===== config.mk =====
export PLATFORM = sky130hd
export DESIGN_NAME = leu_core
export DESIGN_NICKNAME = d
export VERILOG_FILES = /design/src/shared/leu_pkg.sv /design/src/core/leu_core.sv
export SDC_FILE = /design/constraint.sdc
export NUM_CORES = 1
export LEC_CHECK = 0
export BUFFER_PORTS_ARGS = -buffer_cell sky130_fd_sc_hd__buf_4
export CORE_AREA = 2 2 373 375
export CTS_BUF_LIST = sky130_fd_sc_hd__clkbuf_8
export DETAILED_ROUTE_END_ITERATION = 8
export DIE_AREA = 0 0 375 377
export MAX_ROUTING_LAYER = met4
export PLACE_DENSITY = 0.4
export SLEW_MARGIN = 40
export SYNTH_ARGS = -nofsm -noshare
export SYNTH_HDL_FRONTEND = slang
export SYNTH_SLANG_ARGS = --single-unit

===== constraint.sdc =====
create_clock -name core_clk -period 2.8 [get_ports core_clk]
set_clock_uncertainty 0.2 [all_clocks]
set_input_delay 0.28 -clock core_clk [delete_from_list [all_inputs] [get_ports core_clk]]
set_output_delay 0.28 -clock core_clk [all_outputs]
set_load 0.05 [all_outputs]

===== src/shared/leu_pkg.sv =====
package leu_pkg;
	// vector sizes for the local logging paths
	localparam int ERR_W = 32;
	localparam int HDR_W = 128;
	// fixed bit positions of the integrated endpoint internal errors
	localparam int INT_UNC_BIT = 22;
	localparam int INT_COR_BIT = 14;
	// path indices inside the generate loop
	localparam int PATH_UNC = 0;
	localparam int PATH_COR = 1;
	// severity class positions on three-bit class vectors
	localparam int SEV_COR = 0;
	localparam int SEV_NONFATAL = 1;
	localparam int SEV_FATAL = 2;
	// escalation status positions
	localparam int ESC_MCHK = 0;
	localparam int ESC_IERR = 1;
	// values after power-on reset
	localparam logic [ERR_W-1:0] LOG_RST = 32'h0000_0000;
	localparam logic [HDR_W-1:0] HDR_RST = 128'h0;
	localparam logic [2:0] CLASS_RST = 3'h0;
	localparam logic [1:0] ESC_RST = 2'h0;
	// level-type state of the internal-error pin
	typedef enum logic [1:0]
	{
		ESC_IDLE = 2'b01,
		ESC_RAISED = 2'b10
	} leu_esc_t;
endpackage : leu_pkg


===== src/core/leu_core.sv =====
`timescale 1ns/1ps
`default_nettype none
module leu_core #(
	parameter int ERR_W = leu_pkg::ERR_W,
	parameter int HDR_W = leu_pkg::HDR_W,
	parameter bit UNC_HDR_EN = 1'b1
) (
	input wire logic core_clk,
	input wire logic rst_n,
	input wire logic hardReset,
	input wire logic [ERR_W-1:0] uncErrIn,
	input wire logic [HDR_W-1:0] uncHdrIn,
	input wire logic intUncErr,
	input wire logic [ERR_W-1:0] uncMask,
	input wire logic [ERR_W-1:0] uncSeverity,
	input wire logic uncClrWr,
	input wire logic [ERR_W-1:0] uncClrData,
	input wire logic [ERR_W-1:0] corErrIn,
	input wire logic [HDR_W-1:0] corHdrIn,
	input wire logic intCorErr,
	input wire logic [ERR_W-1:0] corMask,
	input wire logic corClrWr,
	input wire logic [ERR_W-1:0] corClrData,
	input wire logic parityErr,
	input wire logic eccErr,
	input wire logic unexpCpl,
	input wire logic pmuErr,
	input wire logic wdtTimeout,
	input wire logic escClrWr,
	input wire logic [1:0] escClrData,
	input wire logic [2:0] memErrIn,
	input wire logic [2:0] rpErrIn,
	input wire logic [2:0] rootControl,
	output logic [ERR_W-1:0] uncStatus,
	output logic [ERR_W-1:0] uncFirst,
	output logic [ERR_W-1:0] uncNext,
	output logic [HDR_W-1:0] uncHdrLog,
	output logic uncHdrValid,
	output logic [ERR_W-1:0] corStatus,
	output logic [ERR_W-1:0] corFirst,
	output logic [ERR_W-1:0] corNext,
	output logic [HDR_W-1:0] corHdrLog,
	output logic corHdrValid,
	output logic [2:0] classOut,
	output logic [2:0] msgOut,
	output logic [2:0] evtFwdOut,
	output logic [2:0] memErrOut,
	output logic [1:0] escStatus,
	output logic machineCheckOut_n,
	output logic internalErrorOut_n,
	output logic platformResetOut_n
);

	////////////////////////////////////////////////////////////////////////
	// helpers
	// lowest set bit of a vector, one-hot
	function automatic logic [ERR_W-1:0] lowBit(input logic [ERR_W-1:0] v);
		lowBit = v & (~v + {{(ERR_W-1){1'b0}}, 1'b1});
	endfunction : lowBit
	logic [ERR_W-1:0] uncEv;
	logic [ERR_W-1:0] corEv;
	logic [ERR_W-1:0] uncVal;
	logic [ERR_W-1:0] corVal;
	logic [ERR_W-1:0] uncClr;
	logic [ERR_W-1:0] corClr;

	// fold endpoint internal errors into their fixed positions
	always_comb
	begin
		uncEv = uncErrIn;
		corEv = corErrIn;
		uncEv[leu_pkg::INT_UNC_BIT] = uncErrIn[leu_pkg::INT_UNC_BIT] | intUncErr;
		corEv[leu_pkg::INT_COR_BIT] = corErrIn[leu_pkg::INT_COR_BIT] | intCorErr;
	end

	// masked errors are dropped before any logging
	assign uncVal = uncEv & ~uncMask;
	assign corVal = corEv & ~corMask;
	// ones in the write data clear, zeros keep
	assign uncClr = uncClrWr ? uncClrData : leu_pkg::LOG_RST;
	assign corClr = corClrWr ? corClrData : leu_pkg::LOG_RST;

	////////////////////////////////////////////////////////////////////////
	// logging paths, one per class group
	logic [ERR_W-1:0] pathVal [2];
	logic [ERR_W-1:0] pathClr [2];
	logic [HDR_W-1:0] pathHdr [2];
	assign pathVal[leu_pkg::PATH_UNC] = uncVal;
	assign pathVal[leu_pkg::PATH_COR] = corVal;
	assign pathClr[leu_pkg::PATH_UNC] = uncClr;
	assign pathClr[leu_pkg::PATH_COR] = corClr;
	assign pathHdr[leu_pkg::PATH_UNC] = uncHdrIn;
	assign pathHdr[leu_pkg::PATH_COR] = corHdrIn;

	genvar p;
	generate
		for (p = 0; p < 2; p++)
		begin : gPath
			logic [ERR_W-1:0] status_r;
			logic [ERR_W-1:0] first_r;
			logic [ERR_W-1:0] next_r;
			logic [HDR_W-1:0] hdr_r;
			logic hdrValid_r;
			logic [ERR_W-1:0] firstKeep;
			logic [ERR_W-1:0] firstLoad;
			logic [ERR_W-1:0] rest;

			// first log is closed while any of its bits survive the clear
			always_comb
			begin
				firstKeep = first_r & ~pathClr[p];
				firstLoad = (firstKeep == '0) ? lowBit(pathVal[p]) : '0;
				rest = pathVal[p] & ~firstLoad & ~firstKeep;
			end

			// status: set wins over a clear in the same cycle
			always_ff @(posedge core_clk or negedge rst_n)
			begin
				if (!rst_n)
					status_r <= leu_pkg::LOG_RST;
				else
					status_r <= (status_r & ~pathClr[p]) | pathVal[p];
			end

			// first and next logs, cleared with the status bit
			always_ff @(posedge core_clk or negedge rst_n)
			begin
				if (!rst_n)
				begin
					first_r <= leu_pkg::LOG_RST;
					next_r <= leu_pkg::LOG_RST;
				end
				else
				begin
					first_r <= firstKeep | firstLoad;
					next_r <= (next_r & ~pathClr[p]) | rest;
				end
			end

			// header captured only with a new first error; hard reset does not touch it
			always_ff @(posedge core_clk or negedge rst_n)
			begin
				if (!rst_n)
				begin
					hdr_r <= leu_pkg::HDR_RST;
					hdrValid_r <= 1'b0;
				end
				else if (firstLoad != '0 && (p != leu_pkg::PATH_UNC || UNC_HDR_EN))
				begin
					hdr_r <= pathHdr[p];
					hdrValid_r <= 1'b1;
				end
				else if (firstKeep == '0)
					hdrValid_r <= 1'b0;
			end
		end
	endgenerate

	assign uncStatus = gPath[leu_pkg::PATH_UNC].status_r;
	assign uncFirst = gPath[leu_pkg::PATH_UNC].first_r;
	assign uncNext = gPath[leu_pkg::PATH_UNC].next_r;
	assign uncHdrLog = gPath[leu_pkg::PATH_UNC].hdr_r;
	assign uncHdrValid = gPath[leu_pkg::PATH_UNC].hdrValid_r;
	assign corStatus = gPath[leu_pkg::PATH_COR].status_r;
	assign corFirst = gPath[leu_pkg::PATH_COR].first_r;
	assign corNext = gPath[leu_pkg::PATH_COR].next_r;
	assign corHdrLog = gPath[leu_pkg::PATH_COR].hdr_r;
	assign corHdrValid = gPath[leu_pkg::PATH_COR].hdrValid_r;

	////////////////////////////////////////////////////////////////////////
	// class levels and messages toward the global logic
	logic [2:0] classOut_r;
	logic [2:0] class_nxt;
	logic [2:0] msgOut_r;
	logic [2:0] msg_nxt;
	logic [ERR_W-1:0] uncNew;

	// only bits not yet set count as a fresh message
	assign uncNew = uncVal & ~uncStatus;

	always_comb
	begin
		class_nxt[leu_pkg::SEV_COR] = |(corStatus & ~corMask);
		class_nxt[leu_pkg::SEV_NONFATAL] = |(uncStatus & ~uncMask & ~uncSeverity);
		class_nxt[leu_pkg::SEV_FATAL] = |(uncStatus & ~uncMask & uncSeverity);
		msg_nxt[leu_pkg::SEV_COR] = |(corVal & ~corStatus);
		msg_nxt[leu_pkg::SEV_NONFATAL] = |(uncNew & ~uncSeverity);
		msg_nxt[leu_pkg::SEV_FATAL] = |(uncNew & uncSeverity);
	end

	// registered so the levels never glitch toward the collector
	always_ff @(posedge core_clk or negedge rst_n)
	begin
		if (!rst_n)
		begin
			classOut_r <= leu_pkg::CLASS_RST;
			msgOut_r <= leu_pkg::CLASS_RST;
		end
		else
		begin
			classOut_r <= class_nxt;
			msgOut_r <= msg_nxt;
		end
	end

	assign classOut = classOut_r;
	assign msgOut = msgOut_r;

	////////////////////////////////////////////////////////////////////////
	// collector forwarding, root ports, non-PCI path
	logic [2:0] evtFwd_r;
	logic [2:0] memErr_r;

	// root control gates both endpoint messages and root port errors
	always_ff @(posedge core_clk or negedge rst_n)
	begin
		if (!rst_n)
			evtFwd_r <= leu_pkg::CLASS_RST;
		else
			evtFwd_r <= (msgOut_r | rpErrIn) & rootControl;
	end

	// memory controller style sources bypass the collector entirely
	always_ff @(posedge core_clk or negedge rst_n)
	begin
		if (!rst_n)
			memErr_r <= leu_pkg::CLASS_RST;
		else
			memErr_r <= memErrIn;
	end

	assign evtFwdOut = evtFwd_r;
	assign memErrOut = memErr_r;

	////////////////////////////////////////////////////////////////////////
	// escalation status and pins
	logic [1:0] esc_r;
	logic [1:0] esc_nxt;
	logic [1:0] escSet;
	logic mchkOut_r;
	logic pltRst_r;
	leu_pkg::leu_esc_t ierrState_r;

	assign escSet[leu_pkg::ESC_MCHK] = parityErr | eccErr | unexpCpl;
	assign escSet[leu_pkg::ESC_IERR] = pmuErr | wdtTimeout;
	assign esc_nxt = (esc_r & ~(escClrWr ? escClrData : leu_pkg::ESC_RST)) | escSet;

	// sticky status, set wins over clear
	always_ff @(posedge core_clk or negedge rst_n)
	begin
		if (!rst_n)
			esc_r <= leu_pkg::ESC_RST;
		else
			esc_r <= esc_nxt;
	end

	// pins follow the next status so an event shows on the same edge as the status
	always_ff @(posedge core_clk or negedge rst_n)
	begin
		if (!rst_n)
			mchkOut_r <= 1'b1;
		else
			mchkOut_r <= ~esc_nxt[leu_pkg::ESC_MCHK];
	end

	// internal-error state; its one-hot idle bit is the active-low pin itself
	always_ff @(posedge core_clk or negedge rst_n)
	begin
		if (!rst_n)
			ierrState_r <= leu_pkg::ESC_IDLE;
		else
		begin
			case (ierrState_r)
				leu_pkg::ESC_IDLE:
					if (esc_nxt[leu_pkg::ESC_IERR])
						ierrState_r <= leu_pkg::ESC_RAISED;
				leu_pkg::ESC_RAISED:
					if (!esc_nxt[leu_pkg::ESC_IERR])
						ierrState_r <= leu_pkg::ESC_IDLE;
				default:
					ierrState_r <= leu_pkg::ESC_IDLE;
			endcase
		end
	end

	// board must wait for this release before trusting the escalation pins
	always_ff @(posedge core_clk or negedge rst_n)
	begin
		if (!rst_n)
			pltRst_r <= 1'b0;
		else
			pltRst_r <= ~hardReset;
	end

	assign escStatus = esc_r;
	assign machineCheckOut_n = mchkOut_r;
	assign internalErrorOut_n = ierrState_r[0]; // idle bit, high while no internal error
	assign platformResetOut_n = pltRst_r;
endmodule : leu_core
`default_nettype wire


==> results of run 1 <==
==> layout make-up <==
| type | instances | area [um2] | share of cell area |
|---|---|---|---|
| clock inverters | 55 | 408 | 0.00901 |
| multi-input cells | 1237 | 9840 | 0.217 |
| diodes | 7 | 17.5 | 0.000387 |
| flip-flops and latches | 468 | 11700 | 0.259 |
| repair buffers | 2167 | 19200 | 0.423 |
| clock buffers | 122 | 1680 | 0.0371 |
| well taps | 1794 | 2240 | 0.0496 |
| inverters | 51 | 195 | 0.00431 |
==> cells by family after synthesis <==
| logic type | after synthesis | share of synthesized area |
|---|---|---|
| xor gates and xnor gates | 1 | 0.000402 |
| DFF | 468 | 0.537 |
| and+or+nand+nor | 729 | 0.175 |
| AOI/OAI and AO/OA | 251 | 0.0824 |
| buffers and inverters | 99 | 0.0350 |
| muxes | 256 | 0.170 |
==> state kept, by name, summed over array words and instances (netlist names), 2 cells and up <==
name	flops
uncFirst	32
escStatus	2
uncStatus	32
corNext	32
ierrState_r	2
corHdrLog	128
memErrOut	3
msgOut	3
corStatus	32
uncNext	32
uncHdrLog	128
corFirst	32
evtFwdOut	3
classOut	3
==> critical path, stage by stage <==
cell and delay [ns]:
dlygate4sd3_1 0.55, buf_4 0.13, nand2b_1 0.10, nand3_1 0.27, or3_1 0.45, nor3_1 0.15, nor4b_2 0.37, a41oi_4 0.17
buf_12 0.19, buf_12 0.14, buf_12 0.14, buf_12 0.14, mux2_4 0.29
==> where the power goes <==
group / switching, mW / internal, mW / total (mW)
clock network: 3.69 / 4.26 / 7.95
registers: 1.69 / 9.22 / 10.9
logic: 15.9 / 12.8 / 28.7
==> per-layer routing <==
| metal | vias to the layer above | global-route usage | wire, um |
|---|---|---|---|
| li1 | 11000 | - | - |
| met1 | 12100 | 0.211 | 53300 |
| met2 | 948 | 0.336 | 69900 |
| met3 | 230 | 0.0400 | 7920 |
| met4 | 0 | 0.0727 | 5640 |
| met5 | - | - | 0 |
==> worst paths after layout <==
| path | start | endpoint | slack (ns) | depth (start not counted) |
|---|---|---|---|---|
| min in group asynchronous | rst_n | uncHdrLog[119] | 0.13 | 3 |
| min | uncSeverity[29] | msgOut[1] | 0.10 | 6 |
| max in group asynchronous | rst_n | corHdrLog[107] | 1.84 | 3 |
| min reg2reg | uncNext[17] | uncNext[17] | 0.28 | 2 |
| max reg2reg | corFirst[3] | corHdrLog[71] | -0.09 | 10 |
| max | corErrIn[9] | corHdrLog[71] | -0.16 | 13 |
==> stage by stage <==
step                      TNS, ns  std cells
after floorplan                 0       1804
after global placement    -121.61       4835
after detailed placement  -122.52       4835
after CTS                   -1.38       5886
after global routing       -16.20       5899
final                       -9.40       5901
==> layout by cell type, fill, tap and decap left out, drive strengths merged, types with 32 or more instances in the layout <==
master	instances
nor2	44
mux2	256
nor4	48
o21ai	58
nand2b	111
buf	1309
nand3b	32
a21oi	33
dlygate4sd3	848
nand2	301
nor3b	35
a22o	34
inv	84
clkbuf	132
dfrtp	466
nor3	45
==> repair_timing <==
action,4_1_cts,5_1_grt
hold buffers,852,5
gates cloned,4,11
pin swaps,7,18
resized for setup,54,98
setup buffers,18,4
setup endpoints to repair,266,292
hold endpoints to repair,933,10
==> results by group, run 1 <==
STA
  – Post-route worst setup slack: -0.156 ns
  – Fin crit share: 1.06
  – Max Transition Viols Final: 0
  – Setup Viol. Count Final: 120
  – Fmax: 0.338 GHz
  – Min Tclk post-route: 2.96 ns
  – Least-Margin Pin Slew: 0.779 ns
  – RSZ-0062 raised after global routing: yes
  – Slew HR: 0.479
  – Final hold violation count: 0
  – Hold_ws: 0.101 ns

Placed design
  – Area after DPL: 33400 um2
  – PortBufs: 970
  – Final RePlAce weighted congestion: 0.961
  – Post-Place Setup Slack: -0.569 ns
  – Post-DP HPWL: 105000 um

Final layout
  – Fin util: 0.330
  – Layout Nets: 4527
  – Layout cells sized above 1: 0.440
  – Fillcell total: 14000
  – Final Cell Area: 45300 um2
  – Area growth syn-to-layout: 108%

Power and ir drop
  – Maximum vdd drop: 0.000877 V
  – Leak: 21.2 nW
  – Power Total: 47.5 mW
  – PD cells: 1050 nW/um2

Logic synthesis
  – Share of the synthesized area in the top cell type: 0.535
  – Ys flop type: dfrtp_1
  – Asr flop ratio synth: 1.00
  – Synth area leader: dfrtp_1
  – Gate Count Post-Synth: 1804
  – Yosys reg bits: 468
  – Synth cell types: 65
  – Sequential share of the synthesized area: 0.537
  – Cell Area, Synth: 21800 um2
  – Post-synth EDFFs: 0
  – Yosys warns: 0
  – Syn Nets: 2308
  – Most common library cells after synthesis: 466 x dfrtp_1, 300 x nand2_1, 218 x mux2_4
  – Top-count cell post-synth: dfrtp_1
  – Area contributors post-synth: dfrtp_1 53%, mux2_4 15%, nand2_1 5.2%, nand2b_1 3.1%, mux2_2 2.0%
  – Avg Cell Area, Syn: 12.1 um2

Critical path
  – CP endpoint kind: flip-flop
  – Setup crit start kind: input port
  – Setup CP Type: in2reg
  – Crit Path Max Fanout: 9
  – CP required: 3.24 ns
  – WP data arrival: 3.40 ns

Outcome
  – Failing checks: negative setup slack
  – Status: finished with violations

Hold path
  – Tightest Hold Check Type: in2reg

Detailed routing
  – Drc violations: 0
  – Vias after detailed routing: 24300
  – Via-to-Cell Ratio: 4.11
  – DRT antenna net count: 0
  – Final WL: 137000 um
  – Drt wl/cell: 23.2 um
  – 1st-iter DRT viols: 1417
  – DR pass1 iterations: 7

GRT
  – Number of global-route vias before repair: 26100
  – Initial antenna violation count: 6
  – Wire length of the first global-routing pass: 189000 um
  – Grt total ovfl: 0
  – Largest net degree at the start of global routing: 59
  – GRT Util Overall: 0.191

Clock network
  – Sink Count: 468
  – TritonCTS Buffers: 98
  – Clock transition at the registers of the reported paths: 0.07 ns
  – Clk buf depth: 3
  – H-tree depth: 3
  – Clk Latency, worst-skew pair: 0.80 ns
  – CTS tree: yes
  – Root Driver: clkbuf_8

Floorplan
  – Die Wd: 375 um
  – Row count: 136
  – CORE AREA: 137000 um2
  – Initial Utilization: 0.159
  – # IOs: 971
  – Die ar.: 141000 um2
  – Die Height: 377 um

Run
  – Number of max-cap violations: 0
Note: power is estimated with default switching activity, not from simulation.
==> inputs of run 2 (changes only) <==
--- a/config.mk
+++ b/config.mk
@@ -6,12 +6,12 @@
 export NUM_CORES = 1
 export LEC_CHECK = 0
 export BUFFER_PORTS_ARGS = -buffer_cell sky130_fd_sc_hd__buf_4
-export CORE_AREA = 2 2 373 375
+export CORE_AREA = 2 2 383 385
 export CTS_BUF_LIST = sky130_fd_sc_hd__clkbuf_8
 export DETAILED_ROUTE_END_ITERATION = 8
-export DIE_AREA = 0 0 375 377
+export DIE_AREA = 0 0 385 387
 export MAX_ROUTING_LAYER = met4
-export PLACE_DENSITY = 0.4
+export PLACE_DENSITY = 0.39
 export SLEW_MARGIN = 40
 export SYNTH_ARGS = -nofsm -noshare
 export SYNTH_HDL_FRONTEND = slang
==> constraint.sdc (replaced) <==
create_clock -name core_clk -period 2.5 [get_ports core_clk]
set_clock_uncertainty 0.2 [all_clocks]
set_input_delay 0.25 -clock core_clk [delete_from_list [all_inputs] [get_ports core_clk]]
set_output_delay 0.25 -clock core_clk [all_outputs]
set_load 0.05 [all_outputs]
==> run 2 against run 1 <==
  * The flow still finishes with violations (negative setup slack)
  * Final cell count rose by 4.0%
  * Non-clock buffer count rose by 107
  * Via count rose by 1.8%
  * Register-to-register slack got worse by 0.41 ns
  * Worst hold slack got worse by 0.027 ns
  * Wire length rose by 1.9%
  * Sequential cell count did not move
  * Die area rose by 5.4%
  * Global-route usage fell by 0.43 points
  * Clock power rose by 8.3%
  * Design area rose by 3.8%
  * First-iteration DRC count fell by 7.8%
  * Critical path type unchanged
  * Largest cell class unchanged
==> results by group, run 2 (synthesis gave the netlist of run 1 again) <==
Run
  – Number of max-cap violations: 0 (unchanged)

Power and ir drop
  – Leak: 21.8 nW (was 21.2 nW)
  – PD cells: 1150 nW/um2 (was 1050 nW/um2)
  – Power Total: 54.2 mW (was 47.5 mW)
  – Maximum vdd drop: 0.000829 V (was 0.000877 V)

GRT
  – Largest net degree at the start of global routing: 89 (was 59)
  – GRT Util Overall: 0.187 (was 0.191)
  – Grt total ovfl: 0 (unchanged)
  – Number of global-route vias before repair: 26800 (was 26100)
  – Initial antenna violation count: 15 (was 6)
  – Wire length of the first global-routing pass: 196000 um (was 189000 um)

Detailed routing
  – Vias after detailed routing: 24700 (was 24300)
  – 1st-iter DRT viols: 1306 (was 1417)
  – Drt wl/cell: 22.7 um (was 23.2 um)
  – DR pass1 iterations: 7 (unchanged)
  – Final WL: 139000 um (was 137000 um)
  – Drc violations: 0 (unchanged)
  – Via-to-Cell Ratio: 4.03 (was 4.11)
  – DRT antenna net count: 0 (unchanged)

Critical path
  – Setup CP Type: in2reg (unchanged)
  – Critical R2R Launch: corFirst[24] (was corFirst[3])
  – CP endpoint kind: flip-flop (unchanged)
  – Crit. Startpoint: corMask[31] (was corErrIn[9])
  – WP data arrival: 3.51 ns (was 3.40 ns)
  – Crit Path Max Fanout: 13 (was 9)
  – CP required: 2.98 ns (was 3.24 ns)
  – Setup crit start kind: input port (unchanged)

Floorplan
  – Die ar.: 149000 um2 (was 141000 um2)
  – Die Wd: 385 um (was 375 um)
  – Row count: 140 (was 136)
  – Die Height: 387 um (was 377 um)
  – CORE AREA: 145000 um2 (was 137000 um2)
  – Initial Utilization: 0.151 (was 0.159)
  – # IOs: 971 (unchanged)

Placed design
  – Area after DPL: 34100 um2 (was 33400 um2)
  – Final RePlAce weighted congestion: 0.933 (was 0.961)
  – Placed Instances: 5010 (was 4835)
  – PortBufs: 970 (unchanged)
  – Post-DP HPWL: 106000 um (was 105000 um)

Clock network
  – TritonCTS Buffers: 95 (was 98)
  – H-tree depth: 3 (unchanged)
  – Sink Count: 468 (unchanged)
  – CTS tree: yes (unchanged)
  – Root Driver: clkbuf_8 (unchanged)
  – Clk buf depth: 3 (unchanged)
  – Clk Latency, worst-skew pair: 0.80 ns (about the same)
  – Clock transition at the registers of the reported paths: 0.07 ns (about the same)

STA
  – Fmax: 0.330 GHz
  – Slew HR: 0.559 (was 0.479)
  – Least-Margin Pin Slew: 0.655 ns (was 0.779 ns)
  – Post-route worst setup slack: -0.533 ns (was -0.156 ns)
  – Fin crit share: 1.21
  – Max Transition Viols Final: 0 (unchanged)
  – RSZ-0062 raised after global routing: yes (unchanged)
  – Final hold violation count: 0 (unchanged)
  – Setup Viol. Count Final: 378 (was 120)
  – Min Tclk post-route: 3.03 ns

Final layout
  – Most frequent cells in the layout: 1296 x buf_4, 881 x dlygate4sd3_1, 409 x dfrtp_1 (was 1256 x buf_4, 848 x dlygate4sd3_1, 462 x dfrtp_1)
  – Fillcell total: 15000 (was 14000)
  – Final Cell Area: 47000 um2 (was 45300 um2)
  – Commonest non-fill, non-tap cell in the layout: buf_4 (unchanged)
  – Final non-filler cell total: 6137 (was 5901)
  – Layout Nets: 4631 (was 4527)
  – Area growth syn-to-layout: 115% (was 108%)
  – Layout cells sized above 1: 0.474 (was 0.440)

Hold path
  – Tightest Hold Check Type: in2reg (unchanged)
  – HP Start: corErrIn[14] (was uncSeverity[29])

Outcome
  – Status: finished with violations (unchanged)
  – Failing checks: negative setup slack (unchanged)
[run 2: critical path, cell delays in order]
cell and delay [ns]:
dlygate4sd3_1 0.54, buf_4 0.14, nor2b_1 0.11, dlygate4sd3_1 0.61, and4_1 0.28, o211ai_1 0.11, nor3_1 0.29, nor4b_4 0.10
a41oi_4 0.18, buf_12 0.19, buf_12 0.17, buf_8 0.20, mux2_4 0.32
[run 2: area by class of cell]
| cell class | count | area [um2] | area share |
|---|---|---|---|
| repair buffers | 2274 | 20200 | 0.431 |
| flip-flops and latches | 468 | 11800 | 0.251 |
| multi-input cells | 1237 | 10300 | 0.220 |
| well taps | 1917 | 2400 | 0.0510 |
| clock buffers | 122 | 1680 | 0.0357 |
| clock inverters | 57 | 358 | 0.00762 |
| inverters | 51 | 191 | 0.00407 |
| diodes | 11 | 27.5 | 0.000586 |
[run 2: final timing paths]
path / end / slack, ns / cells after the start
hold / removal: corFirst[18] / 0.07 / 7
min in group asynchronous: uncStatus[17] / 0.55 / 4
setup reg to reg: corHdrLog[57] / -0.50 / 11
max in group asynchronous: uncHdrLog[93] / 1.00 / 4
hold reg to reg: uncNext[29] / 0.30 / 1
setup / recovery: corHdrLog[57] / -0.53 / 13
[run 2: through the flow]
step | setup slack (ns) | hold slack, ns | utilization | setup TNS [ns]
after CTS | -0.577 | -0.0473 | 0.323 | -140.16
after global routing | -0.533 | -0.00206 | 0.324 | -139.70
after detailed placement | -0.775 | 0.0167 | 0.235 | -219.90
after global placement | -0.839 | 0.0185 | 0.235 | -229.43
final | -0.533 | 0.0732 | 0.324 | -126.25
after floorplan | -0.0654 | -0.246 | - | -4.32
[run 2: layer usage]
layer,GRT usage,part of all wire,vias up
met5,-,0,-
met1,0.210,0.40,12300
met2,0.325,0.51,984
met4,0.0702,0.042,0
met3,0.0353,0.057,242
li1,-,-,11200
[run 2: power breakdown]
| group | switching, mW | internal, mW | leakage [nW] |
|---|---|---|---|
| Combinational | 18.2 | 15.2 | 15.2 |
| Sequential | 1.91 | 10.3 | 5.44 |
| Clock | 4.05 | 4.56 | 1.18 |
| Total | 24.1 | 30.1 | 21.8 |
[run 2: timing repair]
action / in CTS / in global routing
hold buffers: 882 / 4
endpoints found under the hold margin: 935 / 15
resized for setup: 276 / 82
pin swaps: 68 / 37
endpoints found under the setup margin: 385 / 386
gates cloned: 15 / 0
setup buffers: 44 / 19
==> inputs of run 3 (changes only) <==
--- a/config.mk
+++ b/config.mk
@@ -6,12 +6,14 @@
 export NUM_CORES = 1
 export LEC_CHECK = 0
 export BUFFER_PORTS_ARGS = -buffer_cell sky130_fd_sc_hd__buf_4
-export CORE_AREA = 2 2 383 385
+export CELL_PAD_IN_SITES_DETAIL_PLACEMENT = 1
+export CELL_PAD_IN_SITES_GLOBAL_PLACEMENT = 1
+export CORE_AREA = 2 2 375 377
 export CTS_BUF_LIST = sky130_fd_sc_hd__clkbuf_8
 export DETAILED_ROUTE_END_ITERATION = 8
-export DIE_AREA = 0 0 385 387
+export DIE_AREA = 0 0 377 379
 export MAX_ROUTING_LAYER = met4
-export PLACE_DENSITY = 0.39
+export PLACE_DENSITY = 0.48
 export SLEW_MARGIN = 40
 export SYNTH_ARGS = -nofsm -noshare
 export SYNTH_HDL_FRONTEND = slang
==> run 3 against run 2 <==
  * The flow still finishes with violations (negative setup slack)
  * Fmax rose by 2.3%
  * First-iteration DRC count down 12%
  * Design area is 1.2% lower
  * Sequential share of layout area up 0.31 points
  * Worst setup slack better by 0.068 ns
  * Register-to-register slack improved by 0.04 ns
  * Core utilization increased by 0.99 points
  * Clock-buffer cell count is 5 higher
  * Worst hold slack improved by 0.025 ns
  * Sequential cell count is the same
  * Wire length increased by 5.1%
==> results by group, run 3 (synthesis gave the netlist of run 1 again) <==
Outcome
  – Status: finished with violations (unchanged)
  – Failing checks: negative setup slack (unchanged)

Detailed routing
  – DRT antenna net count: 0 (unchanged)
  – Via-to-Cell Ratio: 4.15 (was 4.03)
  – Vias after detailed routing: 24900 (was 24700)
  – Drt wl/cell: 24.4 um (was 22.7 um)
  – Final WL: 146000 um (was 139000 um)
  – DR pass1 iterations: 5 (was 7)
  – 1st-iter DRT viols: 1144 (was 1306)
  – Drc violations: 0 (unchanged)

STA
  – Fin crit share: 1.19 (was 1.21)
  – RSZ-0062 raised after global routing: yes (unchanged)
  – Setup Viol. Count Final: 350 (was 378)
  – Final hold violation count: 0 (unchanged)
  – Slew HR: 0.473 (was 0.559)
  – Max Transition Viols Final: 0 (unchanged)
  – Post-route worst setup slack: -0.464 ns (was -0.533 ns)
  – Min Tclk post-route: 2.96 ns (was 3.03 ns)
  – Fmax: 0.337 GHz (was 0.330 GHz)
  – Least-Margin Pin Slew: 0.791 ns (was 0.655 ns)

Critical path
  – CP Cell Sequence: buf_4 -> nand2b_1 -> dlygate4sd3_1 -> nand4_1 -> nor3_2 -> nor4b_2 -> o21ai_0 -> a41oi_4 -> buf_12 -> buf_16 -> buf_12 -> buf_16 -> mux2_4 (was dlygate4sd3_1 -> buf_4 -> nor2b_1 -> dlygate4sd3_1 -> and4_1 -> o211ai_1 -> nor3_1 -> nor4b_4 -> a41oi_4 -> buf_12 -> buf_12 -> buf_8 -> mux2_4)
  – CP required: 2.92 ns (was 2.98 ns)
  – Setup CP Type: in2reg (unchanged)
  – CP peak stage delay: 0.64 ns (was 0.61 ns)
  – Setup crit start kind: input port (unchanged)
  – Crit. Startpoint: corMask[24] (was corMask[31])
  – CP endpoint kind: flip-flop (unchanged)
  – Crit Path Max Fanout: 7 (was 13)
  – Critical R2R Launch: corFirst[9] (was corFirst[24])
  – WP data arrival: 3.39 ns (was 3.51 ns)
  – Slowest-stage cell, CP: dlygate4sd3_1 (unchanged)

Floorplan
  – Initial Utilization: 0.157 (was 0.151)
  – CORE AREA: 139000 um2 (was 145000 um2)
  – Die Wd: 377 um (was 385 um)
  – # IOs: 971 (unchanged)
  – Die Height: 379 um (was 387 um)
  – Die ar.: 143000 um2 (was 149000 um2)
  – Row count: 137 (was 140)

Final layout
  – Final non-filler cell total: 5995 (was 6137)
  – Area growth syn-to-layout: 113% (was 115%)
  – Layout cells sized above 1: 0.473 (was 0.474)
  – Commonest non-fill, non-tap cell in the layout: buf_4 (unchanged)
  – Layout Nets: 4597 (was 4631)
  – Most frequent cells in the layout: 1311 x buf_4, 836 x dlygate4sd3_1, 407 x dfrtp_1 (was 1296 x buf_4, 881 x dlygate4sd3_1, 409 x dfrtp_1)
  – Fin util: 0.334 (was 0.324)

Power and ir drop
  – Maximum vdd drop: 0.000822 V (was 0.000829 V)
  – PD cells: 1190 nW/um2 (was 1150 nW/um2)
  – Leak: 21.6 nW (was 21.8 nW)
  – Power Total: 55.2 mW (was 54.2 mW)

GRT
  – GRT Util Overall: 0.202 (was 0.187)
  – Number of global-route vias before repair: 27900 (was 26800)
  – Grt total ovfl: 0 (unchanged)
  – Initial antenna violation count: 20 (was 15)
  – Wire length of the first global-routing pass: 202000 um (was 196000 um)
  – Largest net degree at the start of global routing: 53 (was 89)

Clock network
  – Root Driver: clkbuf_8 (unchanged)
  – Clk buf depth: 3 (unchanged)
  – Clock transition at the registers of the reported paths: 0.06 ns (was 0.07 ns)
  – Sink Count: 468 (unchanged)
  – CTS tree: yes (unchanged)
  – TritonCTS Buffers: 97 (was 95)
  – Clk Latency, worst-skew pair: 0.80 ns (about the same)
  – H-tree depth: 3 (unchanged)

Placed design
  – Final RePlAce weighted congestion: 0.910 (was 0.933)
  – Post-DP HPWL: 108000 um (was 106000 um)
  – Placed Instances: 4913 (was 5010)
  – PortBufs: 970 (unchanged)

Hold path
  – Tightest Hold Check Type: in2reg (unchanged)
  – HP Start: corHdrIn[51] (was corErrIn[14])

Run
  – Number of max-cap violations: 0 (unchanged)
[run 3: cell types whose count changed in the layout (fill, tap and decap cells not counted), moves of 7 or more]
cell,previous run,this run
dlygate4sd3_1,881,836
nand2_1,285,295
diode_2,11,18
buf_6,33,21
o21ai_0,11,23
o21ai_2,26,13
buf_4,1296,1311
nand3_4,12,3
[run 3: layout make-up]
| type | count | area, um2 |
|---|---|---|
| Antenna cell | 18 | 45.0 |
| Clock inverter | 49 | 387 |
| Inverter | 51 | 191 |
| Multi-Input combinational cell | 1237 | 10000 |
| Timing Repair Buffer | 2238 | 20000 |
| Clock buffer | 127 | 1750 |
| Fill cell | 15600 | 92400 |
| Sequential cell | 468 | 11800 |
| Tap cell | 1807 | 2260 |
[run 3: stage by stage]
stage	setup slack [ns]	TNS (ns)	area, um2	hold WS, ns
floorplan	-0.0654	-4.32	21900	-0.246
CTS	-0.405	-93.23	46000	0.00101
finish	-0.464	-109.89	46400	0.0984
global placement	-0.674	-183.92	34000	0.0754
detailed placement	-0.670	-182.51	34000	0.0752
global route	-0.523	-129.14	46400	0.00540
[run 3: worst paths after layout]
check                                  to  slack, ns  cells after the start
max                         corHdrLog[47]      -0.46                     13
min                         corHdrLog[51]        0.1                      3
max reg2reg                 corHdrLog[47]      -0.46                     11
min reg2reg                   corHdrValid       0.29                      1
max in group asynchronous   uncHdrLog[76]       1.44                      4
min in group asynchronous  uncHdrLog[113]       0.17                      3
[run 3: metal layers]
metal / GRT usage / up-vias / wire (um)
met3: 0.0440 / 268 / 8450
li1: - / 11100 / -
met5: - / - / 0
met4: 0.0759 / 0 / 6080
met2: 0.356 / 965 / 75600
met1: 0.221 / 12500 / 56300
[run 3: critical path: cells and delay by family]
| family | cells | cell delay [ns] |
|---|---|---|
| buffers and inverters | 6 | 1.33 |
| AND/OR/NAND/NOR | 4 | 0.98 |
| AO/OA/AOI/OAI | 2 | 0.49 |
| multiplexers | 1 | 0.31 |
[run 3: repair_timing]
| action | in CTS | in global routing |
|---|---|---|
| setup buffers | 37 | 11 |
| gates resized for setup | 185 | 100 |
| endpoints found under the setup margin | 359 | 374 |
| gates cloned | 14 | 6 |
| pin swaps | 13 | 29 |
| hold buffers | 837 | 1 |
| hold endpoints to repair | 935 | 4 |
[run 3: power by group]
group          total (mW)  switching (mW)  internal (mW)
logic                33.7            18.3           15.4
registers            12.5            2.13           10.3
clock network        9.09            4.08           5.00
total                55.2            24.5           30.7
